`config.mk`:
```
export PLATFORM = sky130hd
export DESIGN_NAME = sbs_bank_tracker
export DESIGN_NICKNAME = d
export VERILOG_FILES = /design/src/verilog/sbs_pkg.sv /design/src/verilog/sbs_bank_tracker.sv
export SDC_FILE = /design/constraint.sdc
export NUM_CORES = 1
export LEC_CHECK = 0
export BUFFER_PORTS_ARGS = -buffer_cell sky130_fd_sc_hd__clkbuf_2
export CORE_MARGIN = 10
export CORE_UTILIZATION = 35
export DETAILED_ROUTE_END_ITERATION = 8
export SYNTH_ARGS = -nofsm -noshare
export SYNTH_HDL_FRONTEND = slang
export SYNTH_SLANG_ARGS = --single-unit
```
`constraint.sdc`:
```
create_clock -name ref_clk -period 7.77 [get_ports ref_clk]
set_input_delay 1.554 -clock ref_clk [delete_from_list [all_inputs] [get_ports ref_clk]]
set_output_delay 1.554 -clock ref_clk [all_outputs]
set_load 0.02 [all_outputs]
```
`src/verilog/sbs_pkg.sv`:
```
package sbs_pkg;
	localparam int NUM_BANKS = 4;
	localparam int ADDR_W = 12;
	localparam int BANK_W = 2;
	localparam int AUTOCLOSE_ADDR_BIT = 10;
	localparam int REF_CLK_PERIOD_PS = 25000;
	localparam int TIMER_W = 8;
	localparam int BURST_LEN_DEFAULT = 4;
	// Times in ps, as the values that a speed grade would supply
	localparam int CLOSE_TO_IDLE_TIME_PS = 20000;
	localparam int OPEN_TO_COLUMN_TIME_PS = 20000;
	localparam int LAST_WRITE_TO_CLOSE_TIME_PS = 14000;
	localparam int REFRESH_CYCLE_TIME_PS = 70000;
	localparam int MODE_LOAD_SETTLE_TIME_PS = 20000;
	localparam int OPEN_TO_OPEN_TIME_PS = 14000;
	// Least times: round up, never below one cycle
	localparam int CLOSE_TO_IDLE_CYC = (CLOSE_TO_IDLE_TIME_PS
		+ REF_CLK_PERIOD_PS - 1) / REF_CLK_PERIOD_PS;
	localparam int OPEN_TO_COLUMN_CYC = (OPEN_TO_COLUMN_TIME_PS
		+ REF_CLK_PERIOD_PS - 1) / REF_CLK_PERIOD_PS;
	localparam int LAST_WRITE_TO_CLOSE_CYC = (LAST_WRITE_TO_CLOSE_TIME_PS
		+ REF_CLK_PERIOD_PS - 1) / REF_CLK_PERIOD_PS;
	localparam int REFRESH_CYCLE_CYC = (REFRESH_CYCLE_TIME_PS
		+ REF_CLK_PERIOD_PS - 1) / REF_CLK_PERIOD_PS;
	localparam int MODE_LOAD_SETTLE_CYC = (MODE_LOAD_SETTLE_TIME_PS
		+ REF_CLK_PERIOD_PS - 1) / REF_CLK_PERIOD_PS;
	localparam int OPEN_TO_OPEN_CYC = (OPEN_TO_OPEN_TIME_PS
		+ REF_CLK_PERIOD_PS - 1) / REF_CLK_PERIOD_PS;

	typedef struct packed {
		logic cke;
		logic csN;
		logic rasN;
		logic casN;
		logic weN;
		logic [BANK_W-1:0] bank;
		logic [ADDR_W-1:0] addr;
	} sbs_pins_t;

	typedef enum logic [3:0] {
		ST_IDLE = 4'h0,
		ST_OPENING = 4'h1,
		ST_ACTIVE = 4'h3,
		ST_WRITE = 4'h2,
		ST_WREC = 4'h6,
		ST_READ = 4'h7,
		ST_READ_AC = 4'h5,
		ST_CLOSING = 4'h4,
		ST_WRITE_AC = 4'hc,
		ST_WREC_AC = 4'hd,
		ST_REFRESH = 4'hf,
		ST_MODE_LOAD = 4'he
	} sbs_state_t;

	typedef enum logic [3:0] {
		DESELECT_CMD = 4'h0,
		IDLE_CYCLE_CMD = 4'h1,
		BURST_HALT_CMD = 4'h2,
		READ_CMD = 4'h3,
		STORE_BURST_CMD = 4'h4,
		ROW_OPEN_CMD = 4'h5,
		CLOSE_CMD = 4'h6,
		REFRESH_CMD = 4'h7,
		MODE_LOAD_CMD = 4'h8
	} sbs_cmd_t;
endpackage : sbs_pkg

```
`src/verilog/sbs_bank_tracker.sv`:
```
`timescale 1ns/10ps
`default_nettype none
module sbs_bank_tracker #(
	parameter int BURST_LEN = sbs_pkg::BURST_LEN_DEFAULT
) (
	// Clock and reset
	input wire logic ref_clk,
	input wire logic rst,
	// Memory interface pins
	input wire logic linkClk,
	input wire sbs_pkg::sbs_pins_t pins,
	// Bank status
	output var sbs_pkg::sbs_state_t [sbs_pkg::NUM_BANKS-1:0] bankState,
	output logic illegalCmd,
	output logic [sbs_pkg::BANK_W-1:0] illegalBank
);
	import sbs_pkg::*;

	localparam int BC_W = $clog2(BURST_LEN + 1);
	localparam logic [BC_W-1:0] BURST_LOAD = BC_W'(BURST_LEN - 1);

	logic linkMeta_ff, linkSync_ff, linkPrev_ff;
	sbs_pins_t pinMeta_ff, pinSync_ff;
	logic ckePrev_ff;
	logic linkRise, decodeEn;
	sbs_cmd_t cmd;
	logic autoBit;
	logic [NUM_BANKS-1:0] hit, bad;
	sbs_state_t [NUM_BANKS-1:0] state_ff;
	logic [NUM_BANKS-1:0][TIMER_W-1:0] timer_ff;
	logic [NUM_BANKS-1:0][BC_W-1:0] burst_ff;
	logic [NUM_BANKS-1:0] haltSeen_ff;
	logic [TIMER_W-1:0] openGap_ff;
	logic illegal_ff;
	logic [BANK_W-1:0] illegalBank_ff;

	// Pins come from another clock: two stages before use
	always_ff @(posedge ref_clk or posedge rst)
	begin
		if (rst)
		begin
			linkMeta_ff <= 1'b0;
			linkSync_ff <= 1'b0;
			linkPrev_ff <= 1'b0;
			pinMeta_ff <= '0;
			pinSync_ff <= '0;
		end
		else
		begin
			linkMeta_ff <= linkClk;
			linkSync_ff <= linkMeta_ff;
			linkPrev_ff <= linkSync_ff;
			pinMeta_ff <= pins;
			pinSync_ff <= pinMeta_ff;
		end
	end

	assign linkRise = linkSync_ff & ~linkPrev_ff;

	// Clock gate seen at the previous link edge
	always_ff @(posedge ref_clk or posedge rst)
	begin
		if (rst)
			ckePrev_ff <= 1'b0;
		else if (linkRise)
			ckePrev_ff <= pinSync_ff.cke;
	end

	assign decodeEn = linkRise & pinSync_ff.cke & ckePrev_ff;
	assign autoBit = pinSync_ff.addr[AUTOCLOSE_ADDR_BIT];

	always_comb
	begin
		cmd = DESELECT_CMD;
		if (!pinSync_ff.csN)
		begin
			case ({pinSync_ff.rasN, pinSync_ff.casN, pinSync_ff.weN})
				3'h7: cmd = IDLE_CYCLE_CMD;
				3'h6: cmd = BURST_HALT_CMD;
				3'h5: cmd = READ_CMD;
				3'h4: cmd = STORE_BURST_CMD;
				3'h3: cmd = ROW_OPEN_CMD;
				3'h2: cmd = CLOSE_CMD;
				3'h1: cmd = REFRESH_CMD;
				default: cmd = MODE_LOAD_CMD;
			endcase
		end
	end

	// Which banks a command reaches, and whether it is illegal there
	always_comb
	begin
		for (int b = 0; b < NUM_BANKS; b++)
		begin
			case (cmd)
				DESELECT_CMD, IDLE_CYCLE_CMD, REFRESH_CMD, MODE_LOAD_CMD:
					hit[b] = 1'b1;
				CLOSE_CMD:
					hit[b] = autoBit || (pinSync_ff.bank == BANK_W'(b));
				default:
					hit[b] = (pinSync_ff.bank == BANK_W'(b));
			endcase
			case (state_ff[b])
				ST_IDLE:
					bad[b] = (cmd == READ_CMD) || (cmd == STORE_BURST_CMD)
						|| ((cmd == ROW_OPEN_CMD) && (openGap_ff != '0));
				ST_ACTIVE:
					bad[b] = (cmd == ROW_OPEN_CMD) || (cmd == REFRESH_CMD)
						|| (cmd == MODE_LOAD_CMD);
				ST_READ, ST_WRITE:
					bad[b] = (cmd == ROW_OPEN_CMD) || (cmd == REFRESH_CMD)
						|| (cmd == MODE_LOAD_CMD);
				ST_READ_AC, ST_WRITE_AC, ST_OPENING:
					bad[b] = (cmd != DESELECT_CMD) && (cmd != IDLE_CYCLE_CMD);
				ST_CLOSING:
					bad[b] = (cmd != DESELECT_CMD) && (cmd != IDLE_CYCLE_CMD)
						&& (cmd != CLOSE_CMD);
				ST_WREC:
					bad[b] = (cmd == ROW_OPEN_CMD) || (cmd == CLOSE_CMD)
						|| (cmd == REFRESH_CMD) || (cmd == MODE_LOAD_CMD);
				default:
					bad[b] = (cmd != DESELECT_CMD) && (cmd != IDLE_CYCLE_CMD)
						&& (cmd != BURST_HALT_CMD);
			endcase
			bad[b] = bad[b] & hit[b];
		end
	end

	// Per-bank state; illegal commands leave the bank untouched
	always_ff @(posedge ref_clk or posedge rst)
	begin
		if (rst)
		begin
			state_ff <= {NUM_BANKS{ST_IDLE}};
			timer_ff <= '0;
			burst_ff <= '0;
			haltSeen_ff <= '0;
		end
		else
		begin
			for (int b = 0; b < NUM_BANKS; b++)
			begin
				if (timer_ff[b] != '0)
					timer_ff[b] <= timer_ff[b] - 1'b1;
				if (decodeEn && hit[b] && !bad[b] && (cmd != DESELECT_CMD)
					&& (cmd != IDLE_CYCLE_CMD) && (cmd != BURST_HALT_CMD
					|| state_ff[b] inside {ST_READ, ST_WRITE, ST_WREC_AC}))
				begin
					case (cmd)
						ROW_OPEN_CMD:
						begin
							state_ff[b] <= ST_OPENING;
							timer_ff[b] <= TIMER_W'(OPEN_TO_COLUMN_CYC);
						end
						READ_CMD, STORE_BURST_CMD:
						begin
							burst_ff[b] <= BURST_LOAD;
							if (cmd == READ_CMD)
								state_ff[b] <= autoBit ? ST_READ_AC : ST_READ;
							else
								state_ff[b] <= autoBit ? ST_WRITE_AC : ST_WRITE;
						end
						CLOSE_CMD:
						begin
							// Close to a bank already closing restarts nothing
							if (state_ff[b] != ST_CLOSING && state_ff[b] != ST_IDLE)
							begin
								state_ff[b] <= ST_CLOSING;
								timer_ff[b] <= TIMER_W'(CLOSE_TO_IDLE_CYC);
							end
						end
						REFRESH_CMD:
						begin
							state_ff[b] <= ST_REFRESH;
							timer_ff[b] <= TIMER_W'(REFRESH_CYCLE_CYC);
						end
						MODE_LOAD_CMD:
						begin
							state_ff[b] <= ST_MODE_LOAD;
							timer_ff[b] <= TIMER_W'(MODE_LOAD_SETTLE_CYC);
						end
						BURST_HALT_CMD:
						begin
							if (state_ff[b] == ST_WREC_AC)
								haltSeen_ff[b] <= 1'b1;
							else
								state_ff[b] <= ST_ACTIVE;
						end
						default:
							state_ff[b] <= state_ff[b];
					endcase
				end
				else if (decodeEn && state_ff[b] inside {ST_READ, ST_WRITE,
					ST_READ_AC, ST_WRITE_AC})
				begin
					// Burst advances one word per decoded link edge (clock gate high on it and on the one before)
					if (burst_ff[b] != '0)
						burst_ff[b] <= burst_ff[b] - 1'b1;
					else
					begin
						case (state_ff[b])
							ST_READ:
								state_ff[b] <= ST_ACTIVE;
							ST_READ_AC:
							begin
								state_ff[b] <= ST_CLOSING;
								timer_ff[b] <= TIMER_W'(CLOSE_TO_IDLE_CYC);
							end
							ST_WRITE_AC:
							begin
								state_ff[b] <= ST_WREC_AC;
								haltSeen_ff[b] <= 1'b0;
								timer_ff[b] <= TIMER_W'(LAST_WRITE_TO_CLOSE_CYC);
							end
							default:
							begin
								state_ff[b] <= ST_WREC;
								timer_ff[b] <= TIMER_W'(LAST_WRITE_TO_CLOSE_CYC);
							end
						endcase
					end
				end
				else if (timer_ff[b] == '0)
				begin
					case (state_ff[b])
						ST_CLOSING, ST_REFRESH, ST_MODE_LOAD:
							state_ff[b] <= ST_IDLE;
						ST_OPENING, ST_WREC:
							state_ff[b] <= ST_ACTIVE;
						ST_WREC_AC:
						begin
							if (haltSeen_ff[b])
								state_ff[b] <= ST_ACTIVE;
							else
							begin
								state_ff[b] <= ST_CLOSING;
								timer_ff[b] <= TIMER_W'(CLOSE_TO_IDLE_CYC);
							end
						end
						default:
							state_ff[b] <= state_ff[b];
					endcase
				end
			end
		end
	end

	// Spacing between row opens to any two banks
	always_ff @(posedge ref_clk or posedge rst)
	begin
		if (rst)
			openGap_ff <= '0;
		else if (decodeEn && cmd == ROW_OPEN_CMD && !(|bad))
			openGap_ff <= TIMER_W'(OPEN_TO_OPEN_CYC);
		else if (openGap_ff != '0)
			openGap_ff <= openGap_ff - 1'b1;
	end

	// One-cycle report of a refused command; lowest bank wins
	always_ff @(posedge ref_clk or posedge rst)
	begin
		if (rst)
		begin
			illegal_ff <= 1'b0;
			illegalBank_ff <= '0;
		end
		else
		begin
			illegal_ff <= decodeEn && (|bad);
			if (decodeEn && (|bad))
			begin
				for (int b = NUM_BANKS - 1; b >= 0; b--)
				begin
					if (bad[b])
						illegalBank_ff <= BANK_W'(b);
				end
			end
		end
	end

	assign bankState = state_ff;
	assign illegalCmd = illegal_ff;
	assign illegalBank = illegalBank_ff;
endmodule : sbs_bank_tracker
`default_nettype wire

```
**After elaboration in Yosys (flattened, before gate mapping)**

Cells that the tools add are included.

- Flip-flop bits (word level): 115
- Memories kept: 0
- Bits in writable memories: 0
- Latch bits: 0
- Input port bits: 22
- Memory bits (read-only): 0
- Word-level logic and storage cells: 433

- Reduce and logical (&&, ||, !) cells: 142
- Multiply operators: 0
- Magnitude comparators: 0
- Shifts and indexed selects: 0
- Divide/modulo/power cells: 0
- Mux-type cells: 136
- Eq/ne operators: 101
- Bitwise operators: 8
- Add/subtract/negate cells: 9

Operator list:

| kind | number |
|---|---|
| 8-bit 2-to-1 mux | 38 |
| 4-bit 2-to-1 mux | 27 |
| 4-bit one-hot mux with 3 select lines | 8 |
| 4-bit one-hot mux with 6 select lines | 4 |
| 8-bit one-hot mux with 3 select lines | 4 |
| 4-bit by 3-bit equality test with 1-bit output, second input constant | 20 |
| 4-bit equality test, second input constant | 17 |
| 3-bit 2-to-1 mux | 17 |
| 4-bit by 2-bit equality test with 1-bit output, second input constant | 10 |
| 4-bit nonzero test | 10 |
| 8-bit nonzero test | 5 |
| 8-bit by 1-bit subtractor with 8-bit output, second input constant | 5 |
| 3-bit nonzero test | 12 |
| 3-bit OR reduction | 12 |
| 1-bit logical AND | 35 |
| 8-bit zero test | 4 |
| 7-bit by 5-bit != test with 1-bit output, second input constant | 4 |
| 4-bit one-hot mux with 7 select lines | 1 |
| 2-bit nonzero test | 13 |
| 1-bit 2-to-1 mux | 24 |
| 3-bit != test, second input constant | 8 |
| 6-bit AND reduction | 4 |
| 4-bit by 1-bit equality test with 1-bit output, second input constant | 5 |
| 4-bit zero test | 5 |
| other kinds (26) | 104 |

**Longest topological paths before layout**

Gate-level depths: netlist of the first run.

- Depth after elaboration: 16
- Gate-level depth with buffers: 14

**Worst setup path after synthesis of the first run**

OpenSTA, ideal clock, no wires.

- Path kind: flip-flop to flip-flop
- Start point: register pinSync_ff[14] (netlist bit)
- End point: register state_ff (netlist bit bankState[0])
- Clock period less this slack: 2.848 ns
- Buffers on the path: 1
- Stages on the path, launching flop included: 12
- Path slack: 4.922 ns
- Required time: 7.645 ns
- Data arrival time: 2.723 ns
- Setup time: 0.125 ns
- Cell sequence: dfrtp_1 -> inv_1 -> ha_1 -> buf_2 -> nor3_1 -> mux2i_1 -> nand4b_1 -> a21oi_1 -> nor4_4 -> a2111oi_2 -> a41o_2 -> mux2_4

- Cells in the longest elaborated chain, start to end: 16

Ends and longest elaborated chain:

| what | RTL line | text |
|---|---|---|
| start: declaration | sbs_bank_tracker.sv:23 | `sbs_pins_t pinMeta_ff, pinSync_ff;` |
| start signal: assignment | sbs_bank_tracker.sv:54 | `pinSync_ff <= pinMeta_ff;` |
| 3-bit by 1-bit equality test with 1-bit output, or another cell as far along | sbs_bank_tracker.sv:77 | `case ({pinSync_ff.rasN, pinSync_ff.casN, pinSync_ff.weN})` |
| 4-bit one-hot mux with 7 select lines * | sbs_bank_tracker.sv:77 |  |
| 4-bit 2-to-1 mux * | sbs_bank_tracker.sv:75 | `if (!pinSync_ff.csN)` |
| 4-bit by 3-bit equality test with 1-bit output (on tied branches) | n/a |  |
| 1-bit logical OR | sbs_bank_tracker.sv:119 | `bad[b] = (cmd == ROW_OPEN_CMD) \|\| (cmd == CLOSE_CMD)` |
| 1-bit logical OR (2 in a row) | sbs_bank_tracker.sv:120 | `\|\| (cmd == REFRESH_CMD) \|\| (cmd == MODE_LOAD_CMD);` |
| 1-bit one-hot mux with 5 select lines | sbs_bank_tracker.sv:103 | `case (state_ff[b])` |
| 1-bit bitwise AND | sbs_bank_tracker.sv:125 | `bad[b] = bad[b] & hit[b];` |
| 1-bit zero test | sbs_bank_tracker.sv:145 | `if (decodeEn && hit[b] && !bad[b] && (cmd != DESELECT_CMD)` |
| 1-bit logical AND (2 in a row) | sbs_bank_tracker.sv:145 |  |
| 1-bit logical AND (2 in a row) | sbs_bank_tracker.sv:146 | `&& (cmd != IDLE_CYCLE_CMD) && (cmd != BURST_HALT_CMD` |
| 7-bit by 5-bit != test with 1-bit output (no source line), or another cell as far along | n/a |  |
| 6-bit AND reduction (no source line) | n/a |  |
| end signal: assignment | sbs_bank_tracker.sv:134 | `state_ff <= {NUM_BANKS{ST_IDLE}};` |
| end signal: indexed assignment | sbs_bank_tracker.sv:159 | `state_ff[b] <= autoBit ? ST_READ_AC : ST_READ;` |
| end signal: indexed assignment | sbs_bank_tracker.sv:161 | `state_ff[b] <= autoBit ? ST_WRITE_AC : ST_WRITE;` |
| end: declaration | sbs_bank_tracker.sv:29 | `sbs_state_t [NUM_BANKS-1:0] state_ff;` |

Mark *: on every way between the ends. The rest lies on a longest branch, timed or not.
A chain may end at the register's enable or synchronous reset.

**Final worst setup path of the first run**

Ends and elaborated chain as after synthesis.

==> qor.txt, run 1 <==
Vias in the first global route - 5,578
Syn_area_per_cell - 8.59 sq um
Final ANT Viol Nets - 0
Initial antenna violation count - 0
Yosys top cell by area - dfrtp_1
Main synth FF type - dfrtp_1
Syn-to-layout area delta - 7.68%
Fill cells - 1,921
Post-layout nets - 827
Hold buffer count at CTS - 0
Worst Path Buf+Inv - 1
Total Wirelength - 17,000 um
Reg clk slew, reported paths - 60 ps
CP Launch Type - register
CTS root buf - clkbuf_16
Placed cells - 1,006
Worst-Margin Slew - 1120 ps
Clock network latency to the later pin of the worst-skew pair - 350 ps
M3 GR Usage - 0.0313
TritonCTS clock tree - built
Crit path max-delay family - simple AND/OR/NAND/NOR gates
DR pass1 iterations - 6
Count of cell types in the netlist - 91
Final Wtd Congestion - 0.947
Share of cells above drive strength 1 - 0.119
Period utilization - 0.495
Seq/Total Area, Yosys - 0.354
DRT iter0 DRCs - 582
Data arrival, critical path - 4080 ps
Residual DRC - 0
Final setup fails - 0
H-Tree Depth - 3
All-Layer GR Usage - 0.140
F_max - 260 MHz
Vias - 5,733
GRT Residual Overflow - 0
MaxCap Viol Count - 0
Post-synth EDFFs - 0
Post-Route Skew - 5.74 ps
Height of the die - 158 um
Setup TNS - 0 ps
First-pass GRT wire length - 28,600 um
Max_slew headroom - 0.250
Synth Net Count - 825
CP Max Fanout - 19
Synth warnings - 0
R2R setup slack - 3920 ps
Worst setup EP type - register
Post-Synthesis Cells - 781
Final Hold Violating Endpoints - 0
Total CTS buffers - 9
Largest net degree at the start of global routing - 55
Core ar. - 18,800 sq um
Slew Limit Fails - 0
Die area - 25,100 sq um
CP peak stage delay - 940 ps
Ant diodes - 0
Site Rows - 50
Grt met2 use - 0.209
Largest cells by area after synthesis - dfrtp_1 (35%), nor2_1 (4.6%), ha_1 (4.1%), a21oi_1 (4.0%), nand2_1 (3.6%)
Worst path cell trace - inv_1 -> ha_1 -> nor4b_4 -> nand2_2 -> o2111ai_1 -> nand4_1 -> nor4_4 -> a41o_2 -> mux2_4
Async set or reset register ratio after synthesis - 1.00
GR Util met1 - 0.192
Gates resized, CTS repair - 0
Critical path type - register to register
VDD IR-drop max - 0.000120 V
Status - finished clean
Worst hold path type - register to register
Yosys top cell area share - 0.354
Synthesized cell area - 6710 sq um
Worst Path Required - 8000 ps
Post-CTS setup repair buffer count - 0
Longest Clk Path Bufs - 2
Post-route insts no fill - 1,022
Worst-path cell with the longest stage delay - nor4_4
I/O pin total - 41
Drt via density - 5.61
Final min period - 3850 ps
Yosys reg bits - 95
Pwr dens - 293 nW/um^2
RSZ-0062 raised after global routing - no
Number of port buffers - 29
Drt wl/cell - 16.6 um
Lkg Pwr - 2.99 nW
Starting density of the core - 0.357
GRT Max-Usage Layer - met2
Post-detail-place hpwl - 12,000 um
TritonCTS Sinks - 95
Die width - 158 um
==> registers in the layout (all words and copies together) (netlist names), 2 cells and up <==
register	flops
timer_ff	32
bankState	16
burst_ff	12
openGap_ff	8
pinMeta_ff	8
pinSync_ff	7
haltSeen_ff	4
illegalBank	2
==> routing by layer <==
layer  vias to the layer above  part of all wire
met2                       161              0.44
met5                         -                 0
met3                        31             0.054
met1                      2704              0.48
li1                       2837                 -
met4                         0             0.025
==> cells in the mapped netlist (all sizes together), types with 13 or more instances <==
library cell   n
o21ai         48
clkbuf        27
nor3          22
nor4          14
ha            22
mux2          13
buf           15
a21oi         55
inv           42
dfrtp         95
nand3         30
xnor2         26
nor2          83
nand2         67
nand2b        20
==> kinds of logic (layout without fill, tap and decap cells) <==
logic type,count (synthesis),count (layout),synth area share
compound gates,214,214,0.215
fa+ha+maj,23,23,0.0425
xor+xnor,36,36,0.0470
simple gates,305,305,0.241
mux,24,24,0.0405
flops,95,95,0.354
buf+inv,84,91,0.0593
==> final cells by class <==
class	count	area [sq um]	area share
clock buffer	12	256	0.0355
timing repair buffer	33	175	0.0242
inverter	42	160	0.0222
clock inverter	4	28.8	0.00398
multi-input combinational	602	3930	0.545
tap	234	293	0.0405
sequential	95	2380	0.329
==> through the flow <==
| step | hold slack (ps) | worst slack (ps) | util | power [mW] | area, sq um |
|---|---|---|---|---|---|
| floorplan | 331 | 3740 | - | 1.49 | 6710 |
| global placement | 332 | 3940 | 0.370 | 1.68 | 6940 |
| detailed placement | 335 | 3930 | 0.370 | 1.69 | 6940 |
| CTS | 350 | 3900 | 0.385 | 2.13 | 7220 |
| global route | 362 | 3660 | 0.385 | 2.30 | 7220 |
| finish | 349 | 3920 | 0.385 | 2.12 | 7220 |
==> cells in the final DEF (no fill, tap or decap), types with 4 or more instances in the layout <==
cell type	netlist	final
and2_1	4	4
mux2_4	4	4
mux2_2	9	9
a21o_1	5	5
nand3_1	30	30
a31oi_1	8	8
o221ai_1	4	4
o21ai_0	45	45
a31o_2	4	4
xnor2_1	26	26
o22ai_1	9	9
nor4b_1	6	6
nor4_1	11	11
nor2_1	83	83
nand4_1	7	7
a21oi_1	53	53
ha_1	22	22
and3_1	11	11
buf_4	2	4
nand4b_1	4	4
a21boi_0	6	6
clkbuf_2	1	29
nor3b_1	4	4
a221oi_1	5	5
inv_1	42	41
o211ai_1	11	11
a211oi_1	7	7
xor2_1	10	10
nand2_1	65	65
clkbuf_16	0	9
mux2i_1	11	11
a22oi_1	4	4
nand2b_1	20	20
nor2b_1	10	10
nor3_1	20	20
dfrtp_1	95	95
==> final timing paths <==
check                                               from                        end  cells past startpoint
worst max-delay path            pinSync_ff[14]$_DFF_PP0_   bankState[0]$_DFFE_PP0P_                      9
worst min-delay path            pinMeta_ff[14]$_DFF_PP0_   pinSync_ff[14]$_DFF_PP0_                      0
worst max register to register  pinSync_ff[14]$_DFF_PP0_   bankState[0]$_DFFE_PP0P_                      9
worst min register to register  pinMeta_ff[14]$_DFF_PP0_   pinSync_ff[14]$_DFF_PP0_                      0
max in group asynchronous                            rst    burst_ff[6]$_DFFE_PP0P_                      3
min in group asynchronous                            rst  openGap_ff[3]$_DFFE_PP0P_                      2
==> report_power, final <==
group / total [mW] / leakage, nW / switching (mW) / internal (mW)
clock network: 0.431 / 0.135 / 0.196 / 0.235
registers: 0.878 / 1.19 / 0.233 / 0.645
logic: 0.808 / 1.67 / 0.449 / 0.359
Power figures use the tool's default switching activity.
==> run 2, diff against run 1 <==
- ABC_AREA: default -> 1
- clock period: 7.77 -> 3.92 ns (I/O delays scaled with it)
==> run 2 against run 1 <==
Global-route usage is 1.1 points lower. Sequential power increased by 62%. Sequential share of layout area rose by 0.080 points. Register-to-register slack lost 2800 ps. First-iteration DRC count is 37% lower. Clock skew grew 2.8 ps. Synthesized cell count increased by 19%. Clock power rose by 97%. Critical path type unchanged.
==> qor.txt, run 2 <==
TritonCTS Sinks - 95
VDD IR-drop max - 0.000269 V
Post-Route Skew - 8.55 ps
Commonest non-fill, non-tap cells in the layout - nand2_1 (260), inv_1 (133), nor2_1 (100), dfrtp_1 (95), o21ai_0 (61)
Worst hold path type - register to register
Lkg Pwr - 3.83 nW
Count leader, synth - nand2_1
Vias in the first global route - 5,389
Status - finished clean
Synth Net Count - 971
Post-detail-place hpwl - 11,600 um
RSZ-0062 raised after global routing - no
CP Max Fanout - 15
DRT iter0 DRCs - 367
Crit path max-delay family - simple AND/OR/NAND/NOR gates
Drt wl/cell - 12.8 um
Worst Path Required - 4200 ps
Initial antenna violation count - 0
Die area - 24,500 sq um
H-Tree Depth - 3
Share of cells above drive strength 1 - 0.130
Max FFs per register - 32
MaxCap Viol Count - 0
DP Worst Slack - 1160 ps
Total Wirelength - 15,300 um
Clock network latency to the later pin of the worst-skew pair - 350 ps
Number of port buffers - 29
Die width - 156 um
Max_slew headroom - 0.504
Starting density of the core - 0.359
Yosys top cell by area - dfrtp_1
Vias - 5,800
All-Layer GR Usage - 0.129
Worst Path Buf+Inv - 5
Post-Synthesis Cells - 927
Data arrival, critical path - 3110 ps
CTS root buf - clkbuf_16
Seq/Total Area, Yosys - 0.365
Site Rows - 49
Final ANT Viol Nets - 0
Slew Limit Fails - 0
Final Hold Violating Endpoints - 0
Yosys reg bits - 95
Pwr dens - 470 nW/um^2
Final WS setup - 1090 ps
Gates resized, CTS repair - 0
First-pass GRT wire length - 25,800 um
CP peak stage delay - 370 ps
CP Launch Type - register
Hold buffer count at CTS - 0
I/O pin total - 41
Largest net degree at the start of global routing - 60
TritonCTS clock tree - built
Total CTS buffers - 9
Largest cells by area after synthesis - dfrtp_1 (37%), nand2_1 (15%), inv_1 (7.7%), nor2_1 (5.8%), o21ai_0 (4.7%)
Final Wtd Congestion - 0.890
Syn_area_per_cell - 7.03 sq um
Reg clk slew, reported paths - 70 ps
Worst-Margin Slew - 744 ps
Height of the die - 156 um
Critical path type - register to register
Top register by number of flip-flops - timer_ff
Synth warnings - 0
Residual DRC - 0
Post-CTS setup repair buffer count - 0
Commonest cells in the netlist - nand2_1 (260), inv_1 (134), nor2_1 (100), dfrtp_1 (95), o21ai_0 (61)
Period utilization - 0.723
Post-synth EDFFs - 0
Synthesized cell area - 6510 sq um
Core ar. - 18,100 sq um
Drt via density - 4.84
Longest Clk Path Bufs - 2
Worst-path cell with the longest stage delay - dfrtp_1
Post-layout nets - 1,009
GRT Residual Overflow - 0
Syn-to-layout area delta - 10.7%
DR pass1 iterations - 5
Count of cell types in the netlist - 40
F_max - 353 MHz
Worst path cell trace - inv_1 -> ha_1 -> inv_2 -> nor2_4 -> inv_2 -> nor2_4 -> nand2_1 -> nand2_2 -> nor2_4 -> nand3_1 -> nand2_1 -> inv_2 -> nand2_4 -> nand2_4 -> inv_2 -> nand2_1 -> nand2_1 -> o21ai_1 -> o21ai_0
Async set or reset register ratio after synthesis - 1.00
Setup TNS - 0 ps
Main synth FF type - dfrtp_1
Final setup fails - 0
Yosys top cell area share - 0.365
Worst setup EP type - register
Ant diodes - 0
Final min period - 2830 ps
Commonest non-fill, non-tap cell in the layout - nand2_1
==> run 2: cells by family after synthesis <==
family          Yosys count  share of synthesized area
compound gates          125                      0.107
buf+inv                 155                     0.0932
fa+ha+maj                22                     0.0423
simple gates            504                      0.357
xor+xnor                 26                     0.0350
flops                    95                      0.365
==> run 2: through the flow <==
step / cells / hold slack (ps) / utilization / area, sq um / power, mW
after global placement: 1183 / 331 / 0.382 / 6930 / 2.54
after CTS: 1199 / 351 / 0.397 / 7210 / 3.44
after detailed placement: 1183 / 335 / 0.382 / 6930 / 2.57
after global routing: 1199 / 356 / 0.397 / 7210 / 3.70
final: 1199 / 349 / 0.397 / 7210 / 3.39
after floorplan: 927 / 331 / - / 6510 / 2.32
==> run 2: cell type report <==
cell class	instances	area, sq um
fill	1879	10900
multi-input combinational	677	3530
sequential	95	2380
inverter	150	567
tap	229	287
clock buffer	10	229
timing repair buffer	32	168
clock inverter	6	51.3
==> run 2: final timing paths <==
path,slack (ps),depth (start not counted),start,endpoint
min in group asynchronous,540,2,rst,timer_ff[12]$_DFF_PP0_
worst min register to register,350,0,pinMeta_ff[16]$_DFF_PP0_,pinSync_ff[16]$_DFF_PP0_
worst max register to register,1090,19,pinSync_ff[14]$_DFF_PP0_,burst_ff[3]$_DFFE_PP0P_
worst max-delay path,1090,19,pinSync_ff[14]$_DFF_PP0_,burst_ff[3]$_DFFE_PP0P_
max in group asynchronous,2600,3,rst,haltSeen_ff[3]$_DFFE_PP0P_
worst min-delay path,350,0,pinMeta_ff[16]$_DFF_PP0_,pinSync_ff[16]$_DFF_PP0_
==> run 2: report_power, final <==
part	switching [mW]	internal (mW)	leakage [nW]
Clock	0.407	0.441	0.139
Sequential	0.179	1.24	1.19
Combinational	0.674	0.446	2.50
==> run 2: worst register-to-register path: cells and delay by family (launching register included) <==
family / cells / cell delay, ps
buffers and inverters: 5 / 480
AOI/OAI and AO/OA: 2 / 160
adders and majority gates: 1 / 360
and+or+nand+nor: 11 / 1380
DFF: 1 / 370
==> run 2: metal layers <==
layer / routed length [um] / part of all wire / global-route usage / up-vias
met3: 506 / 0.033 / 0.0214 / 20
met5: 0 / 0 / 0 / -
li1: - / - / - / 3013
met4: 323 / 0.021 / 0.0508 / 0
met1: 7470 / 0.49 / 0.170 / 2666
met2: 6990 / 0.46 / 0.206 / 101
